## config.mk

```make
export PLATFORM = sky130hd
export DESIGN_NAME = async_serial_transceiver
export DESIGN_NICKNAME = d
export VERILOG_FILES = /design/src/common/uart_pkg.sv /design/src/hw/async_serial_transceiver.sv
export VERILOG_INCLUDE_DIRS = /design/src /design/src/common
export SDC_FILE = /design/constraint.sdc
export NUM_CORES = 1
export LEC_CHECK = 0
export BUFFER_PORTS_ARGS = -buffer_cell sky130_fd_sc_hd__buf_2
export CORE_UTILIZATION = 45
export DETAILED_ROUTE_END_ITERATION = 8
export GPL_TIMING_DRIVEN = 0
export HOLD_SLACK_MARGIN = 0.02
export PLACE_DENSITY = 0.73
export SETUP_SLACK_MARGIN = 0.1
export SLEW_MARGIN = 15
export SYNTH_ARGS = -nofsm -noshare
export SYNTH_HDL_FRONTEND = slang
export SYNTH_SLANG_ARGS = --single-unit
```

## constraint.sdc

```tcl
create_clock -name clock -period 2.15 [get_ports clock]
set_input_delay 0.215 -clock clock [delete_from_list [all_inputs] [get_ports clock]]
set_output_delay 0.215 -clock clock [all_outputs]
set_load 0.005 [all_outputs]
```

## src/common/uart_cfg.svh

```systemverilog
// Purpose: Timing and framing constants of the serial transceiver.
// Assumes: One oversample tick per sample period, 16 per bit.
// Notes: Definitions only.
`ifndef UART_CFG_SVH
`define UART_CFG_SVH

`define OVS_LAST 4'hF
`define OVS_HALF 4'h7
`define CNT_ZERO 4'h0
`define BIT_ZERO 3'h0
`define BITS_8_LAST 3'h7
`define BITS_7_LAST 3'h6
`define BYTE_ZERO 8'h00
`define LINE_IDLE 1'b1
`define LINE_START 1'b0

`endif

```

## src/common/uart_pkg.sv

```systemverilog
// Purpose: State types of the serial transceiver's transmitter and receiver.
// Assumes: Nothing beyond the cfg header.
// Notes: State codes are binary and fixed.
package uart_pkg;

   typedef enum logic [2:0] {
      TX_IDLE = 3'h0,
      TX_START = 3'h1,
      TX_DATA = 3'h2,
      TX_PARITY = 3'h3,
      TX_STOP = 3'h4
   } tx_state_t;

   typedef enum logic [2:0] {
      RX_IDLE = 3'h0,
      RX_START = 3'h1,
      RX_DATA = 3'h2,
      RX_PARITY = 3'h3,
      RX_STOP = 3'h4
   } rx_state_t;

endpackage : uart_pkg

```

## src/hw/async_serial_transceiver.sv

```systemverilog
// Purpose: Full-duplex asynchronous serial transceiver, one holding word per direction.
// Assumes: Oversample ticks are one-cycle pulses at sixteen per bit; inputs synchronous.
// Notes: Config bits are plain ports held by the surrounding register file.
// Contract
// RQ1: Reception runs when either receive-enable bit is one.
// RQ2: Characters carry seven or eight data bits per word-length bit.
// RQ3: With parity enabled, add parity on transmit, check it on receive.
// RQ4: Receive and transmit lines each invert by their own bit.
// RQ5: Echo mode drives transmit from receive line xor transmit-invert.
// RQ6: Characters go out only while transmit enable is set; the code gates the load only, so a started character finishes.
// RQ7: Writing the holding register sets the transmit-full flag.
// RQ8: After a character ends, load holding into shifter, clear full.
// RQ9: Transmit interrupt pulses when transmit-full falls.
// RQ10: Transmit-busy is high while a character shifts out.
// RQ11: Data bits go least significant first.
// RQ12: Software writes the holding register only while full reads zero.
// RQ13: Receive-busy sets on start-bit detection.
// RQ14: At stop bit, move data, set receive-full, pulse receive interrupt.
// RQ15: Reading data clears full; unread data overwritten sets overrun.
// RQ16: Overrun stays until any write to the receive status register.
// RQ17: Start-error flag updates when data moves to the data register.
// RQ18: Parity-error flag set on mismatch, updated at data transfer.
// RQ19: Frame-error flag set when no valid stop bit is seen.
// RQ20: Software reads received data before the next character completes.
// RQ21: Parity mode zero means odd, one means even.
// RQ22: Word-length one means eight bits, zero seven; eight after reset.
// RQ23: Clock-select zero uses RC source ticks, one crystal ticks.
// RQ24: Frame is low start, data, optional parity, one high stop.
// RQ25: Receiver oversamples and takes each bit near mid-period.
`timescale 1ns/10ps
`include "uart_cfg.svh"

module async_serial_transceiver
   import uart_pkg::*;
(
   input wire logic clock,
   input wire logic sys_rst,
   input wire logic rc_tick,
   input wire logic xtal_tick,
   input wire logic clock_source_select,
   input wire logic tx_enable,
   input wire logic rx_enable_a,
   input wire logic rx_enable_b,
   input wire logic word_length_sel,
   input wire logic parity_enable,
   input wire logic parity_mode,
   input wire logic rx_invert,
   input wire logic tx_invert,
   input wire logic echo_mode,
   input wire logic tx_write,
   input wire logic [7:0] tx_write_data,
   input wire logic rx_read,
   input wire logic rx_status_write,
   input wire logic rx_pin,
   output logic tx_pin,
   output logic [7:0] tx_holding_reg,
   output logic tx_full_flag,
   output logic tx_busy_flag,
   output logic tx_irq,
   output logic [7:0] rx_data_reg,
   output logic rx_full_flag,
   output logic rx_busy_flag,
   output logic overrun_error_flag,
   output logic start_error_flag,
   output logic parity_error_flag,
   output logic frame_error_flag,
   output logic rx_irq
);

   // Parity bit: even gives xor of data, odd its complement
   function automatic logic parity_of(input logic [7:0] data, input logic wl, input logic mode);
      logic [7:0] masked;
      masked = wl ? data : {1'b0, data[6:0]};
      // RQ21: odd or even sense
      parity_of = (^masked) ^ ~mode;
   endfunction : parity_of

   // Index of the last data bit for the chosen word length
   function automatic logic [2:0] last_bit(input logic wl);
      // RQ22: one gives eight bits
      last_bit = wl ? `BITS_8_LAST : `BITS_7_LAST;
   endfunction : last_bit

   logic tick;
   logic rx_line;
   logic rx_on;

   // RQ23: tick source select
   assign tick = clock_source_select ? xtal_tick : rc_tick;
   // RQ4: receive inversion
   assign rx_line = rx_pin ^ rx_invert;
   // RQ1: either enable bit
   assign rx_on = rx_enable_a | rx_enable_b;

   // Transmitter
   tx_state_t tx_state_q;
   logic [3:0] tx_cnt_q;
   logic [2:0] tx_bit_q;
   logic [7:0] tx_shift_q;
   logic tx_line_q;
   logic tx_load;
   logic tx_bit_end;

   // RQ6: load only when enabled
   // RQ8: load after previous character
   assign tx_load = (tx_state_q == TX_IDLE) && tx_full_flag && tx_enable;
   assign tx_bit_end = tick && (tx_cnt_q == `OVS_LAST);
   // RQ10: busy while shifting
   assign tx_busy_flag = (tx_state_q != TX_IDLE);

   // RQ7: write sets full; a write in the load cycle keeps it set
   always_ff @(posedge clock or posedge sys_rst) begin
      if (sys_rst) begin
         tx_full_flag <= 1'b0;
      end else if (tx_write) begin
         tx_full_flag <= 1'b1;
      end else if (tx_load) begin
         tx_full_flag <= 1'b0;
      end
   end

   // Overwriting a pending word loses it, as software is told
   always_ff @(posedge clock or posedge sys_rst) begin
      if (sys_rst) begin
         tx_holding_reg <= `BYTE_ZERO;
      end else if (tx_write) begin
         tx_holding_reg <= tx_write_data;
      end
   end

   // RQ9: pulse on full falling
   always_ff @(posedge clock or posedge sys_rst) begin
      if (sys_rst) begin
         tx_irq <= 1'b0;
      end else begin
         tx_irq <= tx_load && !tx_write;
      end
   end

   always_ff @(posedge clock or posedge sys_rst) begin
      if (sys_rst) begin
         tx_cnt_q <= `CNT_ZERO;
      end else if (tx_load) begin
         tx_cnt_q <= `CNT_ZERO;
      end else if (tick && tx_state_q != TX_IDLE) begin
         tx_cnt_q <= tx_cnt_q + 4'h1;
      end
   end

   // RQ24: start, data, parity, stop
   always_ff @(posedge clock or posedge sys_rst) begin
      if (sys_rst) begin
         tx_state_q <= TX_IDLE;
         tx_bit_q <= `BIT_ZERO;
         tx_shift_q <= `BYTE_ZERO;
         tx_line_q <= `LINE_IDLE;
      end else begin
         case (tx_state_q)
            TX_IDLE: begin
               if (tx_load) begin
                  tx_shift_q <= tx_holding_reg;
                  tx_line_q <= `LINE_START;
                  tx_state_q <= TX_START;
               end
            end
            TX_START: begin
               if (tx_bit_end) begin
                  tx_bit_q <= `BIT_ZERO;
                  tx_line_q <= tx_shift_q[0];
                  tx_state_q <= TX_DATA;
               end
            end
            TX_DATA: begin
               if (tx_bit_end) begin
                  // RQ2: word length
                  if (tx_bit_q == last_bit(word_length_sel)) begin
                     if (parity_enable) begin
                        // RQ3: parity appended
                        tx_line_q <= parity_of(tx_shift_q, word_length_sel, parity_mode);
                        tx_state_q <= TX_PARITY;
                     end else begin
                        tx_line_q <= `LINE_IDLE;
                        tx_state_q <= TX_STOP;
                     end
                  end else begin
                     tx_bit_q <= tx_bit_q + 3'h1;
                     // RQ11: LSB first
                     tx_line_q <= tx_shift_q[tx_bit_q + 3'h1];
                  end
               end
            end
            TX_PARITY: begin
               if (tx_bit_end) begin
                  tx_line_q <= `LINE_IDLE;
                  tx_state_q <= TX_STOP;
               end
            end
            TX_STOP: begin
               if (tx_bit_end) begin
                  tx_state_q <= TX_IDLE;
               end
            end
            default: begin
               tx_state_q <= TX_IDLE;
               tx_line_q <= `LINE_IDLE;
            end
         endcase
      end
   end

   // RQ5: echo path
   // RQ4: transmit inversion
   assign tx_pin = echo_mode ? (rx_pin ^ tx_invert) : (tx_line_q ^ tx_invert);

   // Receiver
   rx_state_t rx_state_q;
   logic [3:0] rx_cnt_q;
   logic [2:0] rx_bit_q;
   logic [7:0] rx_shift_q;
   logic rx_prev_q;
   logic rx_par_q;
   logic start_pend_q;
   logic rx_fall;
   logic rx_mid;
   logic rx_xfer;

   assign rx_fall = rx_on && rx_prev_q && !rx_line;
   // RQ25: mid-bit sampling
   assign rx_mid = tick && (rx_cnt_q == ((rx_state_q == RX_START) ? `OVS_HALF : `OVS_LAST));
   assign rx_xfer = (rx_state_q == RX_STOP) && rx_mid;
   // RQ13: busy from start edge
   assign rx_busy_flag = (rx_state_q != RX_IDLE);

   always_ff @(posedge clock or posedge sys_rst) begin
      if (sys_rst) begin
         rx_prev_q <= `LINE_IDLE;
      end else begin
         rx_prev_q <= rx_line;
      end
   end

   always_ff @(posedge clock or posedge sys_rst) begin
      if (sys_rst) begin
         rx_cnt_q <= `CNT_ZERO;
      end else if (rx_state_q == RX_IDLE || rx_mid) begin
         rx_cnt_q <= `CNT_ZERO;
      end else if (tick) begin
         rx_cnt_q <= rx_cnt_q + 4'h1;
      end
   end

   always_ff @(posedge clock or posedge sys_rst) begin
      if (sys_rst) begin
         rx_state_q <= RX_IDLE;
         rx_bit_q <= `BIT_ZERO;
         rx_shift_q <= `BYTE_ZERO;
         rx_par_q <= 1'b0;
      end else if (!rx_on) begin
         rx_state_q <= RX_IDLE;
      end else begin
         case (rx_state_q)
            RX_IDLE: begin
               if (rx_fall) begin
                  rx_state_q <= RX_START;
               end
            end
            RX_START: begin
               // A start bit gone high by mid-period is dropped
               if (rx_mid) begin
                  rx_bit_q <= `BIT_ZERO;
                  rx_shift_q <= `BYTE_ZERO;
                  rx_state_q <= (rx_line == `LINE_START) ? RX_DATA : RX_IDLE;
               end
            end
            RX_DATA: begin
               if (rx_mid) begin
                  // RQ11: LSB first
                  rx_shift_q[rx_bit_q] <= rx_line;
                  // RQ2: word length
                  if (rx_bit_q == last_bit(word_length_sel)) begin
                     rx_state_q <= parity_enable ? RX_PARITY : RX_STOP;
                  end else begin
                     rx_bit_q <= rx_bit_q + 3'h1;
                  end
               end
            end
            RX_PARITY: begin
               if (rx_mid) begin
                  rx_par_q <= rx_line;
                  rx_state_q <= RX_STOP;
               end
            end
            RX_STOP: begin
               if (rx_mid) begin
                  rx_state_q <= RX_IDLE;
               end
            end
            default: begin
               rx_state_q <= RX_IDLE;
            end
         endcase
      end
   end

   // Failed start is held until the next transfer reports it
   always_ff @(posedge clock or posedge sys_rst) begin
      if (sys_rst) begin
         start_pend_q <= 1'b0;
      end else if (rx_state_q == RX_START && rx_mid && rx_line != `LINE_START) begin
         start_pend_q <= 1'b1;
      end else if (rx_xfer) begin
         start_pend_q <= 1'b0;
      end
   end

   // RQ14: transfer and interrupt together
   always_ff @(posedge clock or posedge sys_rst) begin
      if (sys_rst) begin
         rx_data_reg <= `BYTE_ZERO;
         rx_irq <= 1'b0;
      end else begin
         rx_irq <= rx_xfer;
         if (rx_xfer) begin
            rx_data_reg <= rx_shift_q;
         end
      end
   end

   // RQ15: read clears, transfer wins
   always_ff @(posedge clock or posedge sys_rst) begin
      if (sys_rst) begin
         rx_full_flag <= 1'b0;
      end else if (rx_xfer) begin
         rx_full_flag <= 1'b1;
      end else if (rx_read) begin
         rx_full_flag <= 1'b0;
      end
   end

   // RQ16: overrun sticky until status write
   always_ff @(posedge clock or posedge sys_rst) begin
      if (sys_rst) begin
         overrun_error_flag <= 1'b0;
      end else if (rx_xfer && rx_full_flag && !rx_read) begin
         overrun_error_flag <= 1'b1;
      end else if (rx_status_write) begin
         overrun_error_flag <= 1'b0;
      end
   end

   // RQ17: start error at transfer
   // RQ18: parity check at transfer
   // RQ19: stop bit must be high
   always_ff @(posedge clock or posedge sys_rst) begin
      if (sys_rst) begin
         start_error_flag <= 1'b0;
         parity_error_flag <= 1'b0;
         frame_error_flag <= 1'b0;
      end else if (rx_xfer) begin
         start_error_flag <= start_pend_q;
         parity_error_flag <= parity_enable &&
            (rx_par_q != parity_of(rx_shift_q, word_length_sel, parity_mode));
         frame_error_flag <= (rx_line != `LINE_IDLE);
      end
   end

endmodule : async_serial_transceiver

```

==> results of run 1 <==
## stage by stage
stage          instance area [um2]  utilization, %  setup TNS (ns)  instances
4_1_cts                       3980            57.3               0        479
5_1_grt                       3990            57.5               0        479
3_3_place_gp                  3690            53.2          -24.60        461
3_5_place_dp                  3720            53.6               0        462
2_1_floorplan                 3320               -               0        314
6_report                      3990            57.5               0        479
## path summary, 6_finish.rpt
| check | endpoint | slack [ns] | start | depth (start not counted) |
|---|---|---|---|---|
| setup / recovery | tx_line_q | 0.18 | tx_bit_q[0] | 5 |
| hold / removal | overrun_error_flag | 0.06 | rx_status_write | 2 |
| setup reg to reg | tx_line_q | 0.18 | tx_bit_q[0] | 5 |
| hold reg to reg | parity_error_flag | 0.48 | parity_error_flag | 2 |
| max in group asynchronous | tx_line_q | 1.36 | sys_rst | 4 |
| min in group asynchronous | rx_data_reg[3] | 0.28 | sys_rst | 3 |
## what timing repair did
item                                    in CTS  in global routing
hold buffers                                 1                  0
endpoints found under the hold margin       62                  0
cloned                                       0                  0
resized for setup                            2                  4
endpoints found under the setup margin       2                 10
## power groups by stage
stage	combinational [W]	sequential, W	clock (W)
floorplan	0.000804	0.00149	0
global placement	0.00101	0.00151	0
detailed placement	0.00103	0.00152	0
CTS	0.00105	0.00150	0.00120
global route	0.00118	0.00152	0.00127
finish	0.00106	0.00150	0.00118
## cells by family after synthesis
| logic type | after synthesis | synth area share (%) |
|---|---|---|
| flip-flops | 64 | 48.4 |
| buffers and inverters | 24 | 3.40 |
| XOR/XNOR | 30 | 8.34 |
| AO/OA/AOI/OAI | 48 | 10.1 |
| multiplexers | 28 | 10.3 |
| adder cells (fa/ha/maj) | 4 | 1.51 |
| AND/OR/NAND/NOR | 116 | 18.0 |
## per-layer routing
layer | wire, um | up-vias
met5 | 0 | -
met4 | 130 | 0
met3 | 262 | 13
met2 | 3190 | 51
met1 | 3080 | 1206
li1 | - | 1237
## cell usage after synthesis, drive strengths merged, types with 2 or more instances
| cell type | number | area (um2) |
|---|---|---|
| nor3b | 6 | 45.0 |
| nand3b | 3 | 22.5 |
| nor2 | 15 | 58.8 |
| o22ai | 2 | 12.5 |
| nor2b | 4 | 25.0 |
| nand2 | 50 | 188 |
| mux4 | 2 | 52.6 |
| and3 | 4 | 31.3 |
| xor2 | 9 | 78.8 |
| a21bo | 2 | 20.0 |
| o21ai | 11 | 55.1 |
| buf | 7 | 37.5 |
| dfstp | 2 | 52.6 |
| nand3 | 8 | 40.0 |
| mux2 | 19 | 214 |
| xnor2 | 20 | 175 |
| clkbuf | 7 | 37.5 |
| and2 | 3 | 18.8 |
| nor3 | 8 | 45.0 |
| o31ai | 2 | 15.0 |
| a21o | 4 | 30.0 |
| dfrtp | 62 | 1550 |
| a21oi | 10 | 50.1 |
| nand4b | 2 | 17.5 |
| nand4 | 6 | 43.8 |
| a22o | 2 | 18.8 |
| mux2i | 7 | 73.8 |
| a32o | 7 | 70.1 |
| ha | 4 | 50.1 |
| or3b | 2 | 17.5 |
| inv | 10 | 37.5 |
## layout make-up
class,instances,area [um2]
inverters,10,40.0
flip-flops and latches,64,1610
repair buffers,53,293
fillers,589,2950
plain buffers,14,75.1
multi-input cells,226,1630
clock inverters,5,78.8
well taps,96,120
clock buffers,11,151
==> flow_summary.ini, run 1 <==
[setup_path]
crit_family = multiplexers
cp.required_ns = 2.40
worst_ep_arrival_time_ns = 2.22
crit_type = reg2reg
max_stage_delay_ns = 0.54
crit_slowest_cell = mux4_1
critPathBufInv = 0
worst_setup_path_end_kind = flop
path_cells = ha_4, mux4_1, mux2_2, o221ai_1, o21ai_0
cp-start-kind = flop
cp_max_fo = 7

[global_routing]
grtUsageTotal_pct = 19.4
use_met2_pct = 31.4
grt_use_met3_pct = 5.94
overflow = 0
met1_usage_pct = 24.8
busiest_layer = met2
grt_first_pass_wirelength_um = 11400
grt_antenna_before_repair = 0
grt_max_degree = 64
grt_pass1_vias = 2488

[layout]
diodes = 0
drive_gt1_share_pct = 30.5
final_common_cell = dfrtp_1
mostFrequentLayoutCells = dfrtp_1, buf_2, nand2_1
area_delta_synth_final_pct = 20.4
nets = 408

[die]
initial_core_util_pct = 47.8
fp.dieW_um = 87.9
dieArea_mm2 = 0.00772
io_pins = 53
rows = 30
chipHeight_um = 87.9
fp.coreArea_mm2 = 0.00694

[place]
place_ws_ns = 0.0998
hpwlAfterDp_um = 4780
gp_congestion = 0.819
port_buffers = 51

[route]
drt_iter0_drc = 113
finalWirelength_um = 6660
vias = 2507
vias_per_cell = 5.23
drt_first_pass_iters = 4
post-route-drc-count = 0
postRouteAntennaNets = 0
avgRoutedWirePerCell_um = 13.9

[power_and_ir_drop]
pwr-share-seq_pct = 40.1
vdd_drop_max_mv = 0.700
p_comb_share_pct = 28.3
switchingPower_w = 0.00115
power.share.switching_pct = 30.9
power.density_mw_per_mm2 = 936
total_power_w = 0.00374
internal_power_w = 0.00258
p_leak_nw = 1.92
power_frac_clock_pct = 31.6

[sta]
fin_crit_sh_pct = 91.8
setup_viol = 0
setup_slack_ns = 0.177
relSlewSlack_pct = 66.1
hold_viol_final = 0
skew_ns = 0.00700
slew_violations = 0
rsz0062_at_grt = true
worst_slew_pin_slew_ns = 0.508
holdWs_ns = 0.0581
period_needed_ns = 1.97
fmax_ghz = 0.507

[clocking]
cts_htree_levels = 3
cts_tree = done
cts_root_buffer = clkbuf_8
post-cts-setup-buffers = 0
cts_sinks = 64
cts_buffer_depth = 2
cts_made_buffers = 9
path_clk_slew_ns = 0.07
clk_latency_ns = 0.34

[synthesis]
synth_nets = 344
synth-main-ff-cell = dfrtp_1
synth_edf_count = 0
ys_ff_latch = 64
synthArstFlopShare_pct = 100
ys_types = 57
syn_inst = 314
syn-cell-area_mm2 = 0.00332
ys_seq_area_share_pct = 48.4
yosysWarnings = 0
avgSynthCellArea_um2 = 10.6

[outcome]
outcome = finished, final reports clean

[worst_hold_path]
hold_class = in2reg

[run]
max-cap-violations = 0
Power figures use the tool's default switching activity.
==> run 2, diff against run 1 <==
CORE_ASPECT_RATIO = 0.5   (was not set)
==> run 2 against run 1 <==
Against the previous run: setup slack gained 0.026 ns; combinational power is essentially flat; register-to-register slack gained 0.03 ns; critical path depth is the same; hold slack lost 0.0072 ns; via count grew 1.8%; sequential share of layout area shrank 0.14 points.
==> flow_summary.ini, run 2 (same netlist as run 1, synthesis figures left out) <==
[route]
avgRoutedWirePerCell_um = 14.6
postRouteAntennaNets = 0
drt_first_pass_iters = 4
finalWirelength_um = 6910
post-route-drc-count = 0
drt_iter0_drc = 165
vias = 2552
vias_per_cell = 5.40

[global_routing]
grt_first_pass_wirelength_um = 11300
grtUsageTotal_pct = 19.1
met1_usage_pct = 24.4
grt_max_degree = 65
use_met2_pct = 30.5
grt_pass1_vias = 2424
grt_use_met3_pct = 6.20
busiest_layer = met2
overflow = 0
grt_antenna_before_repair = 0

[sta]
period_needed_ns = 1.95
rsz0062_at_grt = false
setup_viol = 0
hold_viol_final = 0
slew_violations = 0
tns_ns = 0
worst_slew_pin_slew_ns = 0.777
skew_ns = 0.00683
fin_crit_sh_pct = 90.6
fmax_ghz = 0.514
relSlewSlack_pct = 48.2

[power_and_ir_drop]
vdd_drop_max_mv = 0.517
power.density_mw_per_mm2 = 995
p_leak_nw = 1.93

[place]
hpwlAfterDp_um = 4830
placed_cell_area_mm2 = 0.00369
port_buffers = 51
gp_congestion = 0.862

[layout]
final_common_cell = dfrtp_1
fillers = 578
drive_gt1_share_pct = 29.1
multi_input_comb_area_mm2 = 0.00163
design_area_mm2 = 0.00401
mostFrequentLayoutCells = dfrtp_1, buf_2, nand2_1
nets = 406
final_core_util_pct = 58.0
seqCellArea_mm2 = 0.00161
diodes = 0
area_delta_synth_final_pct = 20.8

[clocking]
path_clk_slew_ns = 0.05
cts_tree = done
clk_latency_ns = 0.33
cts_buffer_depth = 2
cts_made_buffers = 9
cts_sinks = 64
cts_htree_levels = 3
cts_root_buffer = clkbuf_16

[setup_path]
cp.required_ns = 2.40
worst_ep_arrival_time_ns = 2.20
cp_max_fo = 7
cp-start-kind = flop
worst_setup_path_end_kind = flop
crit_type = reg2reg

[worst_hold_path]
hold_class = in2async

[run]
max-cap-violations = 0

[die]
initial_core_util_pct = 48.0
io_pins = 53
chipHeight_um = 62.7
fp.coreArea_mm2 = 0.00691
rows = 21
fp.dieW_um = 123
dieArea_mm2 = 0.00774

[outcome]
outcome = finished, final reports clean
## run 2: worst paths after layout
path,start,endpoint,slack [ns],cells past startpoint
setup / recovery,tx_bit_q[0],tx_line_q,0.20,5
hold / removal,sys_rst,rx_par_q,0.05,2
setup reg to reg,tx_bit_q[0],tx_line_q,0.20,5
hold reg to reg,frame_error_flag,frame_error_flag,0.48,2
max in group asynchronous,sys_rst,tx_bit_q[0],1.56,2
min in group clock,rx_status_write,overrun_error_flag,0.09,2
## run 2: layer usage
| metal | wire length, um | vias to the layer above |
|---|---|---|
| met5 | 0 | - |
| met4 | 76 | 0 |
| met3 | 387 | 6 |
| met2 | 3290 | 71 |
| met1 | 3160 | 1250 |
| li1 | - | 1225 |
## run 2: layout make-up
type	count	area share [%]
well taps	92	2.87
plain buffers	14	1.87
multi-input cells	226	40.7
clock buffers	12	5.90
repair buffers	51	6.37
inverters	10	0.999
flip-flops and latches	64	40.1
clock inverters	4	1.19
## run 2: worst max-delay path, cell delays in order (launching register included)
cell	delay, ns
dfrtp_2	0.47
ha_4	0.30
mux4_1	0.55
mux2_2	0.29
o221ai_1	0.16
o21ai_0	0.10
## run 2: report_power, final
part / switching (W) / leakage (nW) / internal [W]
combinational: 0.000572 / 0.954 / 0.000501
sequential: 0.000142 / 0.844 / 0.00136
clock: 0.000515 / 0.137 / 0.000894
## run 2: repair_timing
action / CTS / global route
hold buffers: 0 / 0
hold endpoints to repair: 0 / 0
gates resized for setup: 0 / 5
buffers inserted: 0 / 0
setup endpoints to repair: 0 / 8
## run 2: metrics by stage
stage	worst slack [ns]	instances	hold slack, ns	total power (W)
floorplan	0.271	314	0.324	0.00229
global placement	-0.354	457	0.413	0.00251
detailed placement	0.117	457	0.432	0.00257
CTS	0.111	473	0.0783	0.00400
finish	0.203	473	0.0509	0.00399
global route	0.145	473	0.0869	0.00418
